<file path="src/core/dtbi_defines.svh">
`ifndef DTBI_DEFINES_SVH
`define DTBI_DEFINES_SVH
// Operation
// - The drive takes four tag lines plus parity and decodes them into a tag function.
// - Tag values enter the decode only while tag gate is high.
// - The eight-bit outbound bus plus parity is read according to the active tag.
// - The drive is selected by module select gate with tag 3 and a valid logical address.
// - Selection needs outbound bits 7..5 under tag 3 to match the unit setting with odd parity, and lasts while module select gate is high.
// - General reset clears the reservation latches of a drive that is not selected.
// - A grounded power-up sequence line starts the power-on sequence.
// - While selected the drive returns its location on six lines in a 3-of-6 code.
// - The drive returns an eight-bit inbound bus plus parity whose meaning follows the tag; selected, the code returns status_i, bit 6 = is_200mb_i, for any tag.
// - Tag valid rises only after a gated tag with correct parity has been received.
// - Metering A is active while on line, seeking, and tag 9 outbound bit 1 not set since the last interrupt.
// - Metering A is also active during a record search until the first record-ready interrupt.
// - Inbound bit 6 active marks the unit as a 200 megabyte drive.

`define DTBI_TAG_SELECT    4'h3
`define DTBI_TAG_CONTROL   4'h9
`define DTBI_ADDR_MSB      7
`define DTBI_ADDR_LSB      5
`define DTBI_CTL_BIT_METER 1
`define DTBI_BI_BIT_200MB  6
`define DTBI_SEL_CODE_RST  6'h00
`endif

</file>
<file path="src/core/dtbi_pkg.sv">
`default_nettype none
package dtbi_pkg;
  typedef enum logic [1:0] {DTBI_PWR_OFF, DTBI_PWR_SEQ, DTBI_PWR_ON} dtbi_pwr_t;
  typedef logic [2:0] dtbi_loc_t;
endpackage : dtbi_pkg
`default_nettype wire

</file>
<file path="src/core/dtbi_rx_if.sv">
`timescale 1ns/10ps
`default_nettype none
interface dtbi_rx_if;
  logic [3:0] tag;
  logic       tag_ok;
  logic [7:0] bus_out;
  logic       bus_ok;
  modport src (output tag, tag_ok, bus_out, bus_ok);
  modport dst (input tag, tag_ok, bus_out, bus_ok);
endinterface : dtbi_rx_if
`default_nettype wire

</file>
<file path="src/core/dtbi_tag_rx.sv">
`timescale 1ns/10ps
`default_nettype none
`include "dtbi_defines.svh"
module dtbi_tag_rx
  import dtbi_pkg::*;
(
  input  wire logic       ref_clk_i,
  input  wire logic       rstn_i,
  input  wire logic       cop_en_i,
  input  wire logic [3:0] tag_bus_i,
  input  wire logic       tag_par_i,
  input  wire logic       tag_gate_i,
  input  wire logic [7:0] bus_out_i,
  input  wire logic       bus_out_par_i,
  dtbi_rx_if.src          rx
);
  logic [3:0] tag, next_tag;
  logic       tag_ok, next_tag_ok;
  logic [7:0] bus_out, next_bus_out;
  logic       bus_ok, next_bus_ok;

  always_comb
  begin
    next_tag     = tag;
    next_tag_ok  = 1'b0;
    next_bus_out = bus_out;
    next_bus_ok  = 1'b0;
    if (cop_en_i && tag_gate_i)
    begin
      // bad parity: tag not latched, no valid
      if (^{tag_bus_i, tag_par_i})
      begin
        next_tag    = tag_bus_i;
        next_tag_ok = 1'h1;
      end
    end
    if (cop_en_i)
    begin
      next_bus_out = bus_out_i;
      next_bus_ok  = ^{bus_out_i, bus_out_par_i};
    end
  end

  always_ff @(posedge ref_clk_i)
  begin
    if (!rstn_i)
    begin
      tag     <= 4'h0;
      tag_ok  <= 1'b0;
      bus_out <= 8'h00;
      bus_ok  <= 1'b0;
    end
    else
    begin
      tag     <= next_tag;
      tag_ok  <= next_tag_ok;
      bus_out <= next_bus_out;
      bus_ok  <= next_bus_ok;
    end
  end

  assign rx.tag     = tag;
  assign rx.tag_ok  = tag_ok;
  assign rx.bus_out = bus_out;
  assign rx.bus_ok  = bus_ok;
endmodule : dtbi_tag_rx
`default_nettype wire

</file>
<file path="src/core/dtbi_top.sv">
`timescale 1ns/10ps
`default_nettype none
`include "dtbi_defines.svh"
module dtbi_top
  import dtbi_pkg::*;
(
  input  wire logic       ref_clk_i,
  input  wire logic       rstn_i,
  input  wire logic [3:0] tag_bus_i,
  input  wire logic       tag_par_i,
  input  wire logic       tag_gate_i,
  input  wire logic [7:0] bus_out_i,
  input  wire logic       bus_out_par_i,
  input  wire logic       module_select_gate_i,
  input  wire logic       general_reset_i,
  input  wire logic       controller_power_present_i,
  input  wire logic       power_up_seq_n_i,
  input  wire logic [2:0] logical_unit_number_setting_i,
  input  wire logic [2:0] location_i,
  input  wire logic       is_200mb_i,
  input  wire logic [7:0] status_i,
  input  wire logic       on_line_i,
  input  wire logic       seek_busy_i,
  input  wire logic       search_start_i,
  input  wire logic       seek_done_irq_i,
  input  wire logic       record_ready_irq_i,
  input  wire logic       reserve_set_i,
  output logic            selected_o,
  output logic [5:0]      sel_code_o,
  output logic [7:0]      inbound_status_bus_o,
  output logic            inbound_par_o,
  output logic            tag_valid_o,
  output logic            metering_a_o,
  output logic            reserved_o,
  output logic            power_seq_start_o,
  output logic [3:0]      active_tag_o
);
  // ----------------------------------------
  // receivers
  // ----------------------------------------
  dtbi_rx_if rx ();

  dtbi_tag_rx u_rx (
    .ref_clk_i     (ref_clk_i),
    .rstn_i        (rstn_i),
    .cop_en_i      (controller_power_present_i),
    .tag_bus_i     (tag_bus_i),
    .tag_par_i     (tag_par_i),
    .tag_gate_i    (tag_gate_i),
    .bus_out_i     (bus_out_i),
    .bus_out_par_i (bus_out_par_i),
    .rx            (rx)
  );

  // ----------------------------------------
  // 3-of-6 location code
  // ----------------------------------------
  function automatic logic [5:0] loc_code(input dtbi_loc_t loc);
    logic [5:0] c;
    c = 6'h00;
    case (loc)
      3'h0: c = 6'h38;
      3'h1: c = 6'h31;
      3'h2: c = 6'h2a;
      3'h3: c = 6'h23;
      3'h4: c = 6'h1c;
      3'h5: c = 6'h15;
      3'h6: c = 6'h0e;
      default: c = 6'h07;
    endcase
    return c;
  endfunction : loc_code

  // ----------------------------------------
  // field checks
  // ----------------------------------------
  if (`DTBI_ADDR_MSB - `DTBI_ADDR_LSB + 1 != $bits(dtbi_loc_t))
  begin : g_addr_width
    $error("unit address field and unit setting differ in width");
  end

  // ----------------------------------------
  // tag capture
  // ----------------------------------------
  function automatic logic tag_is(input logic       ok,
                                  input logic [3:0] t,
                                  input logic [3:0] want);
    return ok && (t == want);
  endfunction : tag_is

  logic [3:0] atag, next_atag;
  logic       tv, next_tv;

  always_comb
  begin
    next_atag = atag;
    if (rx.tag_ok)
      next_atag = rx.tag;
    next_tv = rx.tag_ok;
  end

  always_ff @(posedge ref_clk_i)
  begin
    if (!rstn_i)
    begin
      atag <= 4'h0;
      tv   <= 1'h0;
    end
    else
    begin
      atag <= next_atag;
      tv   <= next_tv;
    end
  end

  // ----------------------------------------
  // selection and location code
  // ----------------------------------------
  logic       sel, next_sel;
  logic [5:0] code, next_code;
  logic       addr_hit;

  always_comb
  begin
    addr_hit = rx.bus_ok &&
      (rx.bus_out[`DTBI_ADDR_MSB:`DTBI_ADDR_LSB] == logical_unit_number_setting_i);
    next_sel = sel;
    // select ends as soon as the gate or controller power goes
    if (!module_select_gate_i || !controller_power_present_i)
      next_sel = 1'h0;
    else if (tag_is(rx.tag_ok, rx.tag, `DTBI_TAG_SELECT) && addr_hit)
      next_sel = 1'h1;
    next_code = `DTBI_SEL_CODE_RST;
    if (next_sel)
      next_code = loc_code(location_i);
  end

  always_ff @(posedge ref_clk_i)
  begin
    if (!rstn_i)
    begin
      sel  <= 1'h0;
      code <= `DTBI_SEL_CODE_RST;
    end
    else
    begin
      sel  <= next_sel;
      code <= next_code;
    end
  end

  // ----------------------------------------
  // inbound status bus
  // ----------------------------------------
  logic [7:0] bi, next_bi;
  logic       bip, next_bip;

  always_comb
  begin
    next_bi = 8'h00;
    if (next_sel)
      next_bi = status_i;
    next_bi[`DTBI_BI_BIT_200MB] = next_sel && is_200mb_i;
    next_bip = ~^next_bi;
  end

  always_ff @(posedge ref_clk_i)
  begin
    if (!rstn_i)
    begin
      bi  <= 8'h00;
      bip <= 1'h1;
    end
    else
    begin
      bi  <= next_bi;
      bip <= next_bip;
    end
  end

  // ----------------------------------------
  // reservation
  // ----------------------------------------
  logic rsv, next_rsv;

  always_comb
  begin
    next_rsv = rsv;
    // general reset spares the selected drive
    if (general_reset_i && controller_power_present_i && !sel)
      next_rsv = 1'h0;
    else if (sel && reserve_set_i)
      next_rsv = 1'h1;
  end

  always_ff @(posedge ref_clk_i)
  begin
    if (!rstn_i)
    begin
      rsv <= 1'h0;
    end
    else
    begin
      rsv <= next_rsv;
    end
  end

  // ----------------------------------------
  // metering
  // ----------------------------------------
  logic ctl9, next_ctl9;
  logic search, next_search;
  logic meter, next_meter;
  logic irq;
  logic seek_meter;

  always_comb
  begin
    irq = seek_done_irq_i || record_ready_irq_i;
    next_ctl9 = ctl9;
    // an interrupt clear wins over a tag 9 in the same cycle
    if (irq)
      next_ctl9 = 1'h0;
    else if (sel && tag_is(rx.tag_ok, rx.tag, `DTBI_TAG_CONTROL) && rx.bus_ok &&
             rx.bus_out[`DTBI_CTL_BIT_METER])
      next_ctl9 = 1'h1;
    next_search = search;
    if (record_ready_irq_i)
      next_search = 1'h0;
    else if (search_start_i)
      next_search = 1'h1;
    seek_meter = on_line_i && seek_busy_i && !next_ctl9;
    next_meter = seek_meter || next_search;
  end

  always_ff @(posedge ref_clk_i)
  begin
    if (!rstn_i)
    begin
      ctl9   <= 1'h0;
      search <= 1'h0;
      meter  <= 1'h0;
    end
    else
    begin
      ctl9   <= next_ctl9;
      search <= next_search;
      meter  <= next_meter;
    end
  end

  // ----------------------------------------
  // power sequence
  // ----------------------------------------
  dtbi_pwr_t pwr, next_pwr;
  logic      psq, next_psq;
  logic      pup_d, next_pup_d;

  always_comb
  begin
    next_pup_d = power_up_seq_n_i;
    next_psq = 1'h0;
    next_pwr = pwr;
    case (pwr)
      DTBI_PWR_OFF:
        // falling edge of the grounded line, once per power cycle
        if (!power_up_seq_n_i && pup_d)
        begin
          next_psq = 1'h1;
          next_pwr = DTBI_PWR_SEQ;
        end
      DTBI_PWR_SEQ:
        next_pwr = DTBI_PWR_ON;
      default:
        if (power_up_seq_n_i)
          next_pwr = DTBI_PWR_OFF;
    endcase
  end

  always_ff @(posedge ref_clk_i)
  begin
    if (!rstn_i)
    begin
      psq   <= 1'h0;
      pup_d <= 1'h1;
      pwr   <= DTBI_PWR_OFF;
    end
    else
    begin
      psq   <= next_psq;
      pup_d <= next_pup_d;
      pwr   <= next_pwr;
    end
  end

  // ----------------------------------------
  // outputs
  // ----------------------------------------
  assign selected_o           = sel;
  assign sel_code_o           = code;
  assign inbound_status_bus_o = bi;
  assign inbound_par_o        = bip;
  assign tag_valid_o          = tv;
  assign metering_a_o         = meter;
  assign reserved_o           = rsv;
  assign power_seq_start_o    = psq;
  assign active_tag_o         = atag;
endmodule : dtbi_top
`default_nettype wire
</file>
<file path="config.mk">
export PLATFORM = sky130hd
export DESIGN_NAME = dtbi_top
export DESIGN_NICKNAME = d
export VERILOG_FILES = /design/src/core/dtbi_pkg.sv /design/src/core/dtbi_rx_if.sv /design/src/core/dtbi_tag_rx.sv /design/src/core/dtbi_top.sv
export VERILOG_INCLUDE_DIRS = /design/src /design/src/core
export SDC_FILE = /design/constraint.sdc
export NUM_CORES = 1
export LEC_CHECK = 0
export ABC_AREA = 1
export BUFFER_PORTS_ARGS = -buffer_cell sky130_fd_sc_hd__buf_2
export CORE_MARGIN = 3
export CORE_UTILIZATION = 54
export CTS_CLUSTER_SIZE = 25
export DETAILED_ROUTE_END_ITERATION = 12
export HOLD_SLACK_MARGIN = 0.03
export PLACE_DENSITY = 0.86
export SLEW_MARGIN = 5
export SYNTH_ARGS = -nofsm -noshare
export SYNTH_HDL_FRONTEND = slang
export SYNTH_HIERARCHICAL = 1
export SYNTH_SLANG_ARGS = --single-unit
</file>
<file path="constraint.sdc">
create_clock -name ref_clk_i -period 2.35 [get_ports ref_clk_i]
set_input_delay 0.47 -clock ref_clk_i [delete_from_list [all_inputs] [get_ports ref_clk_i]]
set_output_delay 0.47 -clock ref_clk_i [all_outputs]
set_load 0.02 [all_outputs]
</file>
==> metrics, run 1 <==
status=completed; Area Overhead vs Synth=20.9%; R2R Setup Slk=1.10 ns; CP Capture Type=primary output; pwr dens=538 mW/mm²; Initial Util=58.9%; min-delay src=location_i[2]; RSZ-0062 raised after global routing=no; Die ar.=0.00424 mm²; hpwl dp=3060 µm; clock buffer count from CTS=5; Critical Path RT=1.88 ns; initial antenna violation count=0; Post-CTS Hold Fix Bufs=0; Ports=66; Routed WL per cell=9.64 µm; hold endpoint=sel_code_o[5]; Post-Syn Nets=330; fmax=728 MHz; reg2reg path depth=8; Max-cap violations=0; clk buf depth=2; post-CTS sizing=0; CP max stage cell=dfxtp_1; worst-margin pin slew=0.281 ns; CP max stage delay=0.39 ns; Arrival @ worst endpoint=0.90 ns; Pleak=1.35 nW; Critical R2R Launch=u_rx/rx.tag_ok; clock latency on the worst-skew pair=0.34 ns; Worst-path clk slew=0.11 ns; Levels on crit path=1; most common cell after layout, fill and taps aside=nand2_1; initial detailed-routing violation count=107; pin count of the biggest net entering global routing=18; Tcrit/Tclk final=58.5%; Sw Ratio=28.3%; crit-path leading delay family=flip-flops; first drt pass iteration count=4; clock group share of total power=26.6%; CTS Sinks=39; worst-path cell chain=buf_2; setup repair bufs after CTS=0; Placement Rows=20; Synth Warn #=6; Setup Skew=0.00927 ns; worst vdd ir=0.000293 V; post-route antenna net violation count=0; H-Tree Depth=2; Design Power=0.00123 W; most frequent cells in the layout=93 x nand2_1, 64 x buf_2, 47 x inv_1; Post-Synthesis Cells=288; routed vias=1829; GR Overflow Total=0; CTS tree=done; r2r endpoint=inbound_status_bus_o[5]; Int Power=0.000881 W; buffers and inverters on the worst path=1; DRC viols=0; synthesized area per cell=6.56 µm²; dpl cells=390; CTS root buf=clkbuf_4; Total Wirelength=3840 µm; DIE WIDTH=65.1 µm; chip height=65.1 µm; crit path kind=reg2out; ANT cells=0; vias per cell=4.60; # setup viols final=0; Net Switching=0.000348 W; GR Util All Layers=19.1%; Startpoint Class=flip-flop; Logic pwr share=16.9%; Worst Hold Class=in2reg; crit path max fanout=4; post-route insts no fill=398; vias in the first global route=1636; fraction of layout cells with a size suffix above 1=25.1%; Slew HR=81.2%; crit path time final=1.37 ns; setup TNS=0 ns; hold path cells=2; gp weighted congestion=0.774; sequential power share=56.6%; first-pass GRT wire length=6430 µm; port bufs=64; mapped cell area=0.00189 mm²; Fin. Hold Viols=0; Slew Viols, Final=0; Core ar.=0.00320 mm²; Nets=395
-- layer usage --
metal  part of all wire [%]  up-vias  track usage (%)
met5                      0        -                0
met4                    2.3        0             7.77
met3                    4.7       10             4.44
met2                     50       43             33.8
met1                     43      779             22.2
li1                       -      997                -
-- power by group through the flow --
stage | clock (W) | combinational (W) | sequential [W]
3_3_place_gp | 0 | 0.000201 | 0.000709
5_1_grt | 0.000365 | 0.000240 | 0.000698
2_1_floorplan | 0 | 0.000130 | 0.000713
4_1_cts | 0.000333 | 0.000209 | 0.000695
6_report | 0.000326 | 0.000207 | 0.000695
3_5_place_dp | 0 | 0.000208 | 0.000710
-- area by class of cell --
type / count / area [µm²]
fillers: 304 / 921
well taps: 44 / 55.1
clock buffers: 6 / 41.3
clock inverters: 2 / 12.5
inverters: 49 / 184
repair buffers: 64 / 320
flip-flops and latches: 39 / 781
multi-input cells: 194 / 888
-- sequential cells by signal, summed over array words and instances (netlist names), 2 cells and up --
name                  count
u_rx/rx.tag               4
active_tag_o              4
sel_code_o                6
u_rx/rx.bus_out           4
inbound_status_bus_o      8
pwr                       2
-- worst max-delay path by stage --
stage,from,endpoint,slack [ns]
after floorplan,bus_out_i[4],u_rx/rx.bus_ok,1.16
after global placement,tag_bus_i[3],u_rx/rx.tag[0],1.01
after detailed placement,tag_bus_i[3],u_rx/rx.tag[2],0.97
after CTS,selected_o,selected_o,0.96
after global routing,selected_o,selected_o,0.91
final,selected_o,selected_o,0.98
-- per-stage QoR --
stage               worst slack [ns]  hold WS (ns)  util (%)  instance area (µm²)
floorplan                       1.16         0.440         -                 1890
global placement                1.01         0.457      69.6                 2230
detailed placement             0.966         0.459      69.6                 2230
CTS                            0.961         0.289      71.3                 2280
global route                   0.911         0.279      71.3                 2280
finish                         0.976         0.293      71.3                 2280
Note: power is estimated with default switching activity, not from simulation.
==> run 2, diff against run 1 <==
ABC_AREA = 0   (was 1)
CORE_UTILIZATION = 47   (was 54)
PLACE_DENSITY = 0.8   (was 0.86)
clock period = 1.4 ns   (was 2.35 ns; I/O delays follow)
==> run 2 against run 1 <==
  * Die area down 7.7%
  * Global-route usage down 3.0 points
  * Synthesized cell count down 51%
  * Count of clock-buffer cells in the layout down 1
  * Critical path depth up 4
  * Sequential cell count unchanged
  * Register-to-register slack worse by 0.95 ns
  * Cell area down 15%
  * Critical endpoint is now sel_code_o[5]
  * Highest routed layer unchanged
==> metrics, run 2 <==
status=completed; Core ar.=0.00290 mm² (-9.5%); mapped cell area=0.00150 mm² (-20%); pin count of the biggest net entering global routing=17 (-1); Synth Warn #=6 (unchanged); Slew HR=83.0% (+1.8 points); Ports=66 (unchanged); CP max stage delay=0.34 ns (-0.05 ns); r2r endpoint=sel_code_o[5]; crit path kind=reg2reg; Fin. Hold Viols=0 (unchanged); Layout Utilization=66.7% (-4.5 points); CTS Sinks=39 (unchanged); initial detailed-routing violation count=44 (-59%); first-pass GRT wire length=4970 µm (-23%); Tcrit/Tclk final=89.0%; Routed WL per cell=11.5 µm (+19%); clock latency on the worst-skew pair=0.34 ns (about the same); vias in the first global route=1175 (-28%); CTS root buf=clkbuf_4; final worst slack=0.154 ns (-0.822 ns); RSZ-0062 raised after global routing=no; Design Power=0.00216 W (+76%); fmax=802 MHz; hold path cells=2 (unchanged); hpwl dp=2300 µm (-25%); Slew Viols, Final=0 (unchanged); Max-cap violations=0 (unchanged); clk buf depth=2 (unchanged); worst vdd ir=0.000863 V (+190%); reg2reg path depth=5 (-3); post-route insts no fill=250 (-37%); gp weighted congestion=0.799 (+3.3%); chip height=62.6 µm (-3.9%); CP Capture Type=flip-flop; most common cell after layout, fill and taps aside=buf_2; dpl cells=242 (-38%); number of fill cells=258 (-15%); H-Tree Depth=2 (unchanged); setup repair bufs after CTS=0 (unchanged); Area Overhead vs Synth=28.7%; routed vias=1132 (-38%); GR Overflow Total=0 (unchanged); crit path time final=1.25 ns; Placement Rows=19 (-5.0%); worst-margin pin slew=0.254 ns (-0.0268 ns); pre-CTS WS=-0.109 ns (-1.08 ns); Post-CTS Hold Fix Bufs=0 (unchanged); vias per cell=4.53 (-1.5%); synthesized area per cell=10.7 µm² (+64%); post-CTS sizing=0 (unchanged); port bufs=64 (unchanged); Worst Hold Class=in2reg; GR Util All Layers=16.1% (-3.0 points); clock buffer count from CTS=5 (unchanged); Total Wirelength=2880 µm (-25%); CP max stage cell=dfxtp_1; Post-Syn Nets=182 (-45%); DIE WIDTH=62.6 µm (-3.9%); number of flip-flops under the largest register name=8 (unchanged); Critical Path RT=1.68 ns (-0.20 ns); first drt pass iteration count=4 (unchanged); Setup Skew=0.00608 ns (-0.00319 ns); Startpoint Class=flip-flop; fraction of layout cells with a size suffix above 1=37.0% (+12 points); Arrival @ worst endpoint=1.53 ns (+0.63 ns); R2R Setup Slk=0.15 ns (-0.95 ns); most frequent cells in the layout=64 x buf_2, 39 x dfxtp_1, 15 x xnor2_1, 15 x nand2_1, 14 x and2_1; CTS tree=done; DRC viols=0 (unchanged); hold endpoint=sel_code_o[4]; initial antenna violation count=0 (unchanged); crit path max fanout=16 (+12); Critical R2R Launch=u_rx/rx.tag[2]; Initial Util=51.9% (-7.1 points); min-delay src=location_i[1]; post-route antenna net violation count=0 (unchanged); pwr dens=1120 mW/mm² (+110%); ANT cells=0 (unchanged); Nets=249 (-37%); Worst-path clk slew=0.12 ns (about the same); # setup viols final=0 (unchanged); Die ar.=0.00391 mm² (-7.7%); Pleak=0.915 nW (-32%); Post-Synthesis Cells=140 (-51%); worst-path cell chain=and4b_1 -> nand4_1 -> o21ai_2 -> buf_4 -> nor2b_1
## run 2: cell types whose count changed in the layout (fill, tap and decap cells not counted), sizes merged, moves of 2 or more
cell / change
inv: -48
xnor2: +10
buf: +3
mux2i: +12
nand3: -15
nor2: -42
and2: +14
and4b: +2
nor2b: +12
xnor3: +2
o21ai: -4
nand2: -82
a21oi: -12
## run 2: metal layers
layer | track usage (%) | vias to the layer above | part of all wire, %
li1 | - | 586 | -
met1 | 17.8 | 499 | 43
met2 | 27.4 | 42 | 48
met3 | 5.58 | 5 | 7.3
met4 | 8.26 | 0 | 1.8
met5 | 0 | - | 0
## run 2: through the flow
stage	cell area, µm²	TNS (ns)	hold slack [ns]
after global placement	1850	-0.234	0.423
after detailed placement	1850	-0.428	0.452
after global routing	1940	0	0.0588
after CTS	1940	0	0.0741
after floorplan	1500	0	0.352
final	1940	0	0.0888
## run 2: area by class of cell
class                      count  area [µm²]  share of cell area, %
sequential                    39         781                   40.3
multi-input combinational     94         678                   35.0
timing repair buffer          67         343                   17.7
tap                           42        52.6                   2.71
clock inverter                 3        43.8                   2.26
clock buffer                   5        37.5                   1.94
## run 2: power breakdown
group / internal (W) / leakage, nW / switching (W) / total, W
Clock: 0.000376 / 0.0452 / 0.000364 / 0.000740
Sequential: 0.00114 / 0.317 / 0.0000166 / 0.00116
Combinational: 0.000153 / 0.553 / 0.000114 / 0.000267
## run 2: how the worst max path moves through the flow
stage	startpoint	to	slack, ns	cells past startpoint
5_1_grt	u_rx/rx.tag[2]	inbound_status_bus_o[3]	0.08	5
3_5_place_dp	tag_bus_i[0]	u_rx/rx.tag[3]	-0.11	5
3_3_place_gp	tag_bus_i[0]	u_rx/rx.tag[3]	-0.06	5
4_1_cts	u_rx/rx.tag[2]	sel_code_o[5]	0.13	5
6_report	u_rx/rx.tag[2]	sel_code_o[5]	0.15	5
2_1_floorplan	tag_bus_i[0]	u_rx/rx.tag_ok	0.07	5
## run 2: critical path: cells and delay by family, from the launching register on
kind	cells	cell delay, ns
AND/OR/NAND/NOR	3	0.54
buffers and inverters	1	0.18
flip-flops	1	0.34
AO/OA/AOI/OAI	1	0.13
==> run 3, diff against run 2 <==
BUFFER_PORTS_ARGS = default   (was -buffer_cell sky130_fd_sc_hd__buf_2)
CORE_UTILIZATION = 61   (was 47)
DONT_BUFFER_PORTS = 1   (was default)
PLACE_DENSITY = 0.79   (was 0.8)
==> run 3 against run 2 <==
  * Worst hold slack got worse by 0.027 ns
  * Sequential share of layout area grew 6.8 points
  * Combinational power down 31%
  * Sequential cell count is the same
  * Final cell count decreased by 29%
  * Critical endpoint is now sel_code_o[2]
  * Largest cell class unchanged
==> metrics, run 3 (same netlist as run 2, synthesis figures left out) <==
Slew Viols, Final=0 (unchanged); Setup Skew=0.00806 ns (+0.00198 ns); GR Overflow Total=0 (unchanged); Area Overhead vs Synth=10.2%; setup repair bufs after CTS=0 (unchanged); initial detailed-routing violation count=28 (-36%); clock latency on the worst-skew pair=0.33 ns (about the same); most frequent cells in the layout=39 x dfxtp_1, 15 x xnor2_1, 15 x nand2_1; crit path kind=reg2reg; reg2reg path depth=5 (unchanged); Critical Path RT=1.68 ns (about the same); setup TNS=0 ns (unchanged); hpwl dp=1950 µm (-15%); Arrival @ worst endpoint=1.53 ns (about the same); Logic pwr share=9.3% (-3.0 points); Tcrit/Tclk final=89.1% (+0.10 points); Sw Ratio=21.0% (-1.8 points); pin count of the biggest net entering global routing=28 (+11); first drt pass iteration count=4 (unchanged); Die ar.=0.00310 mm² (-21%); worst vdd ir=0.000961 V (+11%); chip height=55.7 µm (-11%); vias in the first global route=960 (-18%); routed vias=955 (-16%); fmax=801 MHz (-0.12%); sequential power share=59.1% (+5.6 points); H-Tree Depth=2 (unchanged); CTS Sinks=39 (unchanged); Total Wirelength=2630 µm (-8.6%); Core ar.=0.00228 mm² (-22%); Worst-path clk slew=0.11 ns (about the same); clock buffer count from CTS=5 (unchanged); Fin. Hold Viols=0 (unchanged); Nets=191 (-23%); port bufs=0 (-100%); GR Util All Layers=18.1% (+2.0 points); clk buf depth=2 (unchanged); Initial Util=66.1% (+14 points); crit path time final=1.25 ns (+0.00145 ns); RSZ-0062 raised after global routing=no; Worst Hold Class=in2reg; Routed WL per cell=14.8 µm (+28%); worst-margin pin slew=0.255 ns (+0.000846 ns); Placement Rows=17 (-2); Slew HR=83.0% (about the same); Int Power=0.00156 W (-6.7%); Design Power=0.00197 W (-8.9%); crit path max fanout=16 (unchanged); clock group share of total power=31.6% (-2.6 points); end of the critical path=sel_code_o[2]; Critical R2R Launch=u_rx/rx.tag[2]; r2r endpoint=sel_code_o[2]; first-pass GRT wire length=4250 µm (-14%); CTS root buf=clkbuf_4; vias per cell=5.37 (+18%); R2R Setup Slk=0.15 ns (about the same); CP Capture Type=flip-flop; initial antenna violation count=0 (unchanged); Post-CTS Hold Fix Bufs=4 (+4); # setup viols final=0 (unchanged); Net Switching=0.000415 W (-16%); fraction of layout cells with a size suffix above 1=8.00% (-29 points); gp weighted congestion=0.747 (-6.5%); Pleak=0.650 nW (-29%); dpl cells=164 (-32%); post-CTS sizing=0 (unchanged); min-delay src=status_i[2]; status=completed; CP startpoint=u_rx/rx.tag[2]; Startpoint Class=flip-flop; DIE WIDTH=55.7 µm (-11%); most common cell after layout, fill and taps aside=dfxtp_1; DRC viols=0 (unchanged); CTS tree=done; ANT cells=0 (unchanged); number of flip-flops under the largest register name=8 (unchanged); Max-cap violations=0 (unchanged); post-route antenna net violation count=0 (unchanged); post-route insts no fill=178 (-29%); pwr dens=1190 mW/mm² (+6.4%); Ports=66 (unchanged)
run 3: changes by cell type in the layout (fill, tap and decap cells not counted), sizes merged:
cell	delta
buf	-64
bufinv	-1
clkbuf	+3
clkinv	-2
dlygate4sd3	+6
run 3: worst min path at each step:
stage / to / cells after the start
floorplan: sel_code_o[3] / 1
global placement: sel_code_o[3] / 1
detailed placement: sel_code_o[4] / 1
CTS: pwr[1] / 2
global route: inbound_status_bus_o[5] / 1
finish: inbound_status_bus_o[2] / 1
run 3: final cells by class:
| type | instances | area, µm² |
|---|---|---|
| Sequential cell | 39 | 781 |
| Fill cell | 169 | 618 |
| Clock buffer | 8 | 68.8 |
| Tap cell | 28 | 35.0 |
| Timing Repair Buffer | 9 | 95.1 |
| Multi-Input combinational cell | 94 | 678 |
run 3: power by group through the flow:
stage | clock (W) | sequential (W) | combinational (W)
3_3_place_gp | 0 | 0.00119 | 0.000164
3_5_place_dp | 0 | 0.00119 | 0.000171
2_1_floorplan | 0 | 0.00119 | 0.000172
5_1_grt | 0.000698 | 0.00117 | 0.000204
4_1_cts | 0.000642 | 0.00117 | 0.000180
6_report | 0.000624 | 0.00117 | 0.000184
run 3: worst max-delay path, stage by stage, from the launching register on:
cell and delay (ns):
dfxtp_1 0.34, and4b_1 0.29, nand4_1 0.12, o21ai_2 0.17, buf_12 0.14, and2_1 0.13
run 3: layer usage:
metal  track usage, %  vias to the layer above  part of all wire [%]
met3             10.2                        9                    11
met1             20.5                      428                    38
met5                0                        -                     0
met2             27.9                       46                    49
li1                 -                      472                     -
met4             7.99                        0                   2.2
run 3: stage by stage:
stage | instance area, µm² | setup slack (ns) | hold slack, ns | util [%]
finish | 1660 | 0.152 | 0.0623 | 72.8
global route | 1660 | 0.0429 | 0.0304 | 72.8
CTS | 1640 | 0.138 | 0.0401 | 72.0
detailed placement | 1530 | -0.0211 | 0.355 | 67.2
global placement | 1530 | 0.0430 | 0.352 | 67.2
floorplan | 1500 | 0.0724 | 0.352 | -
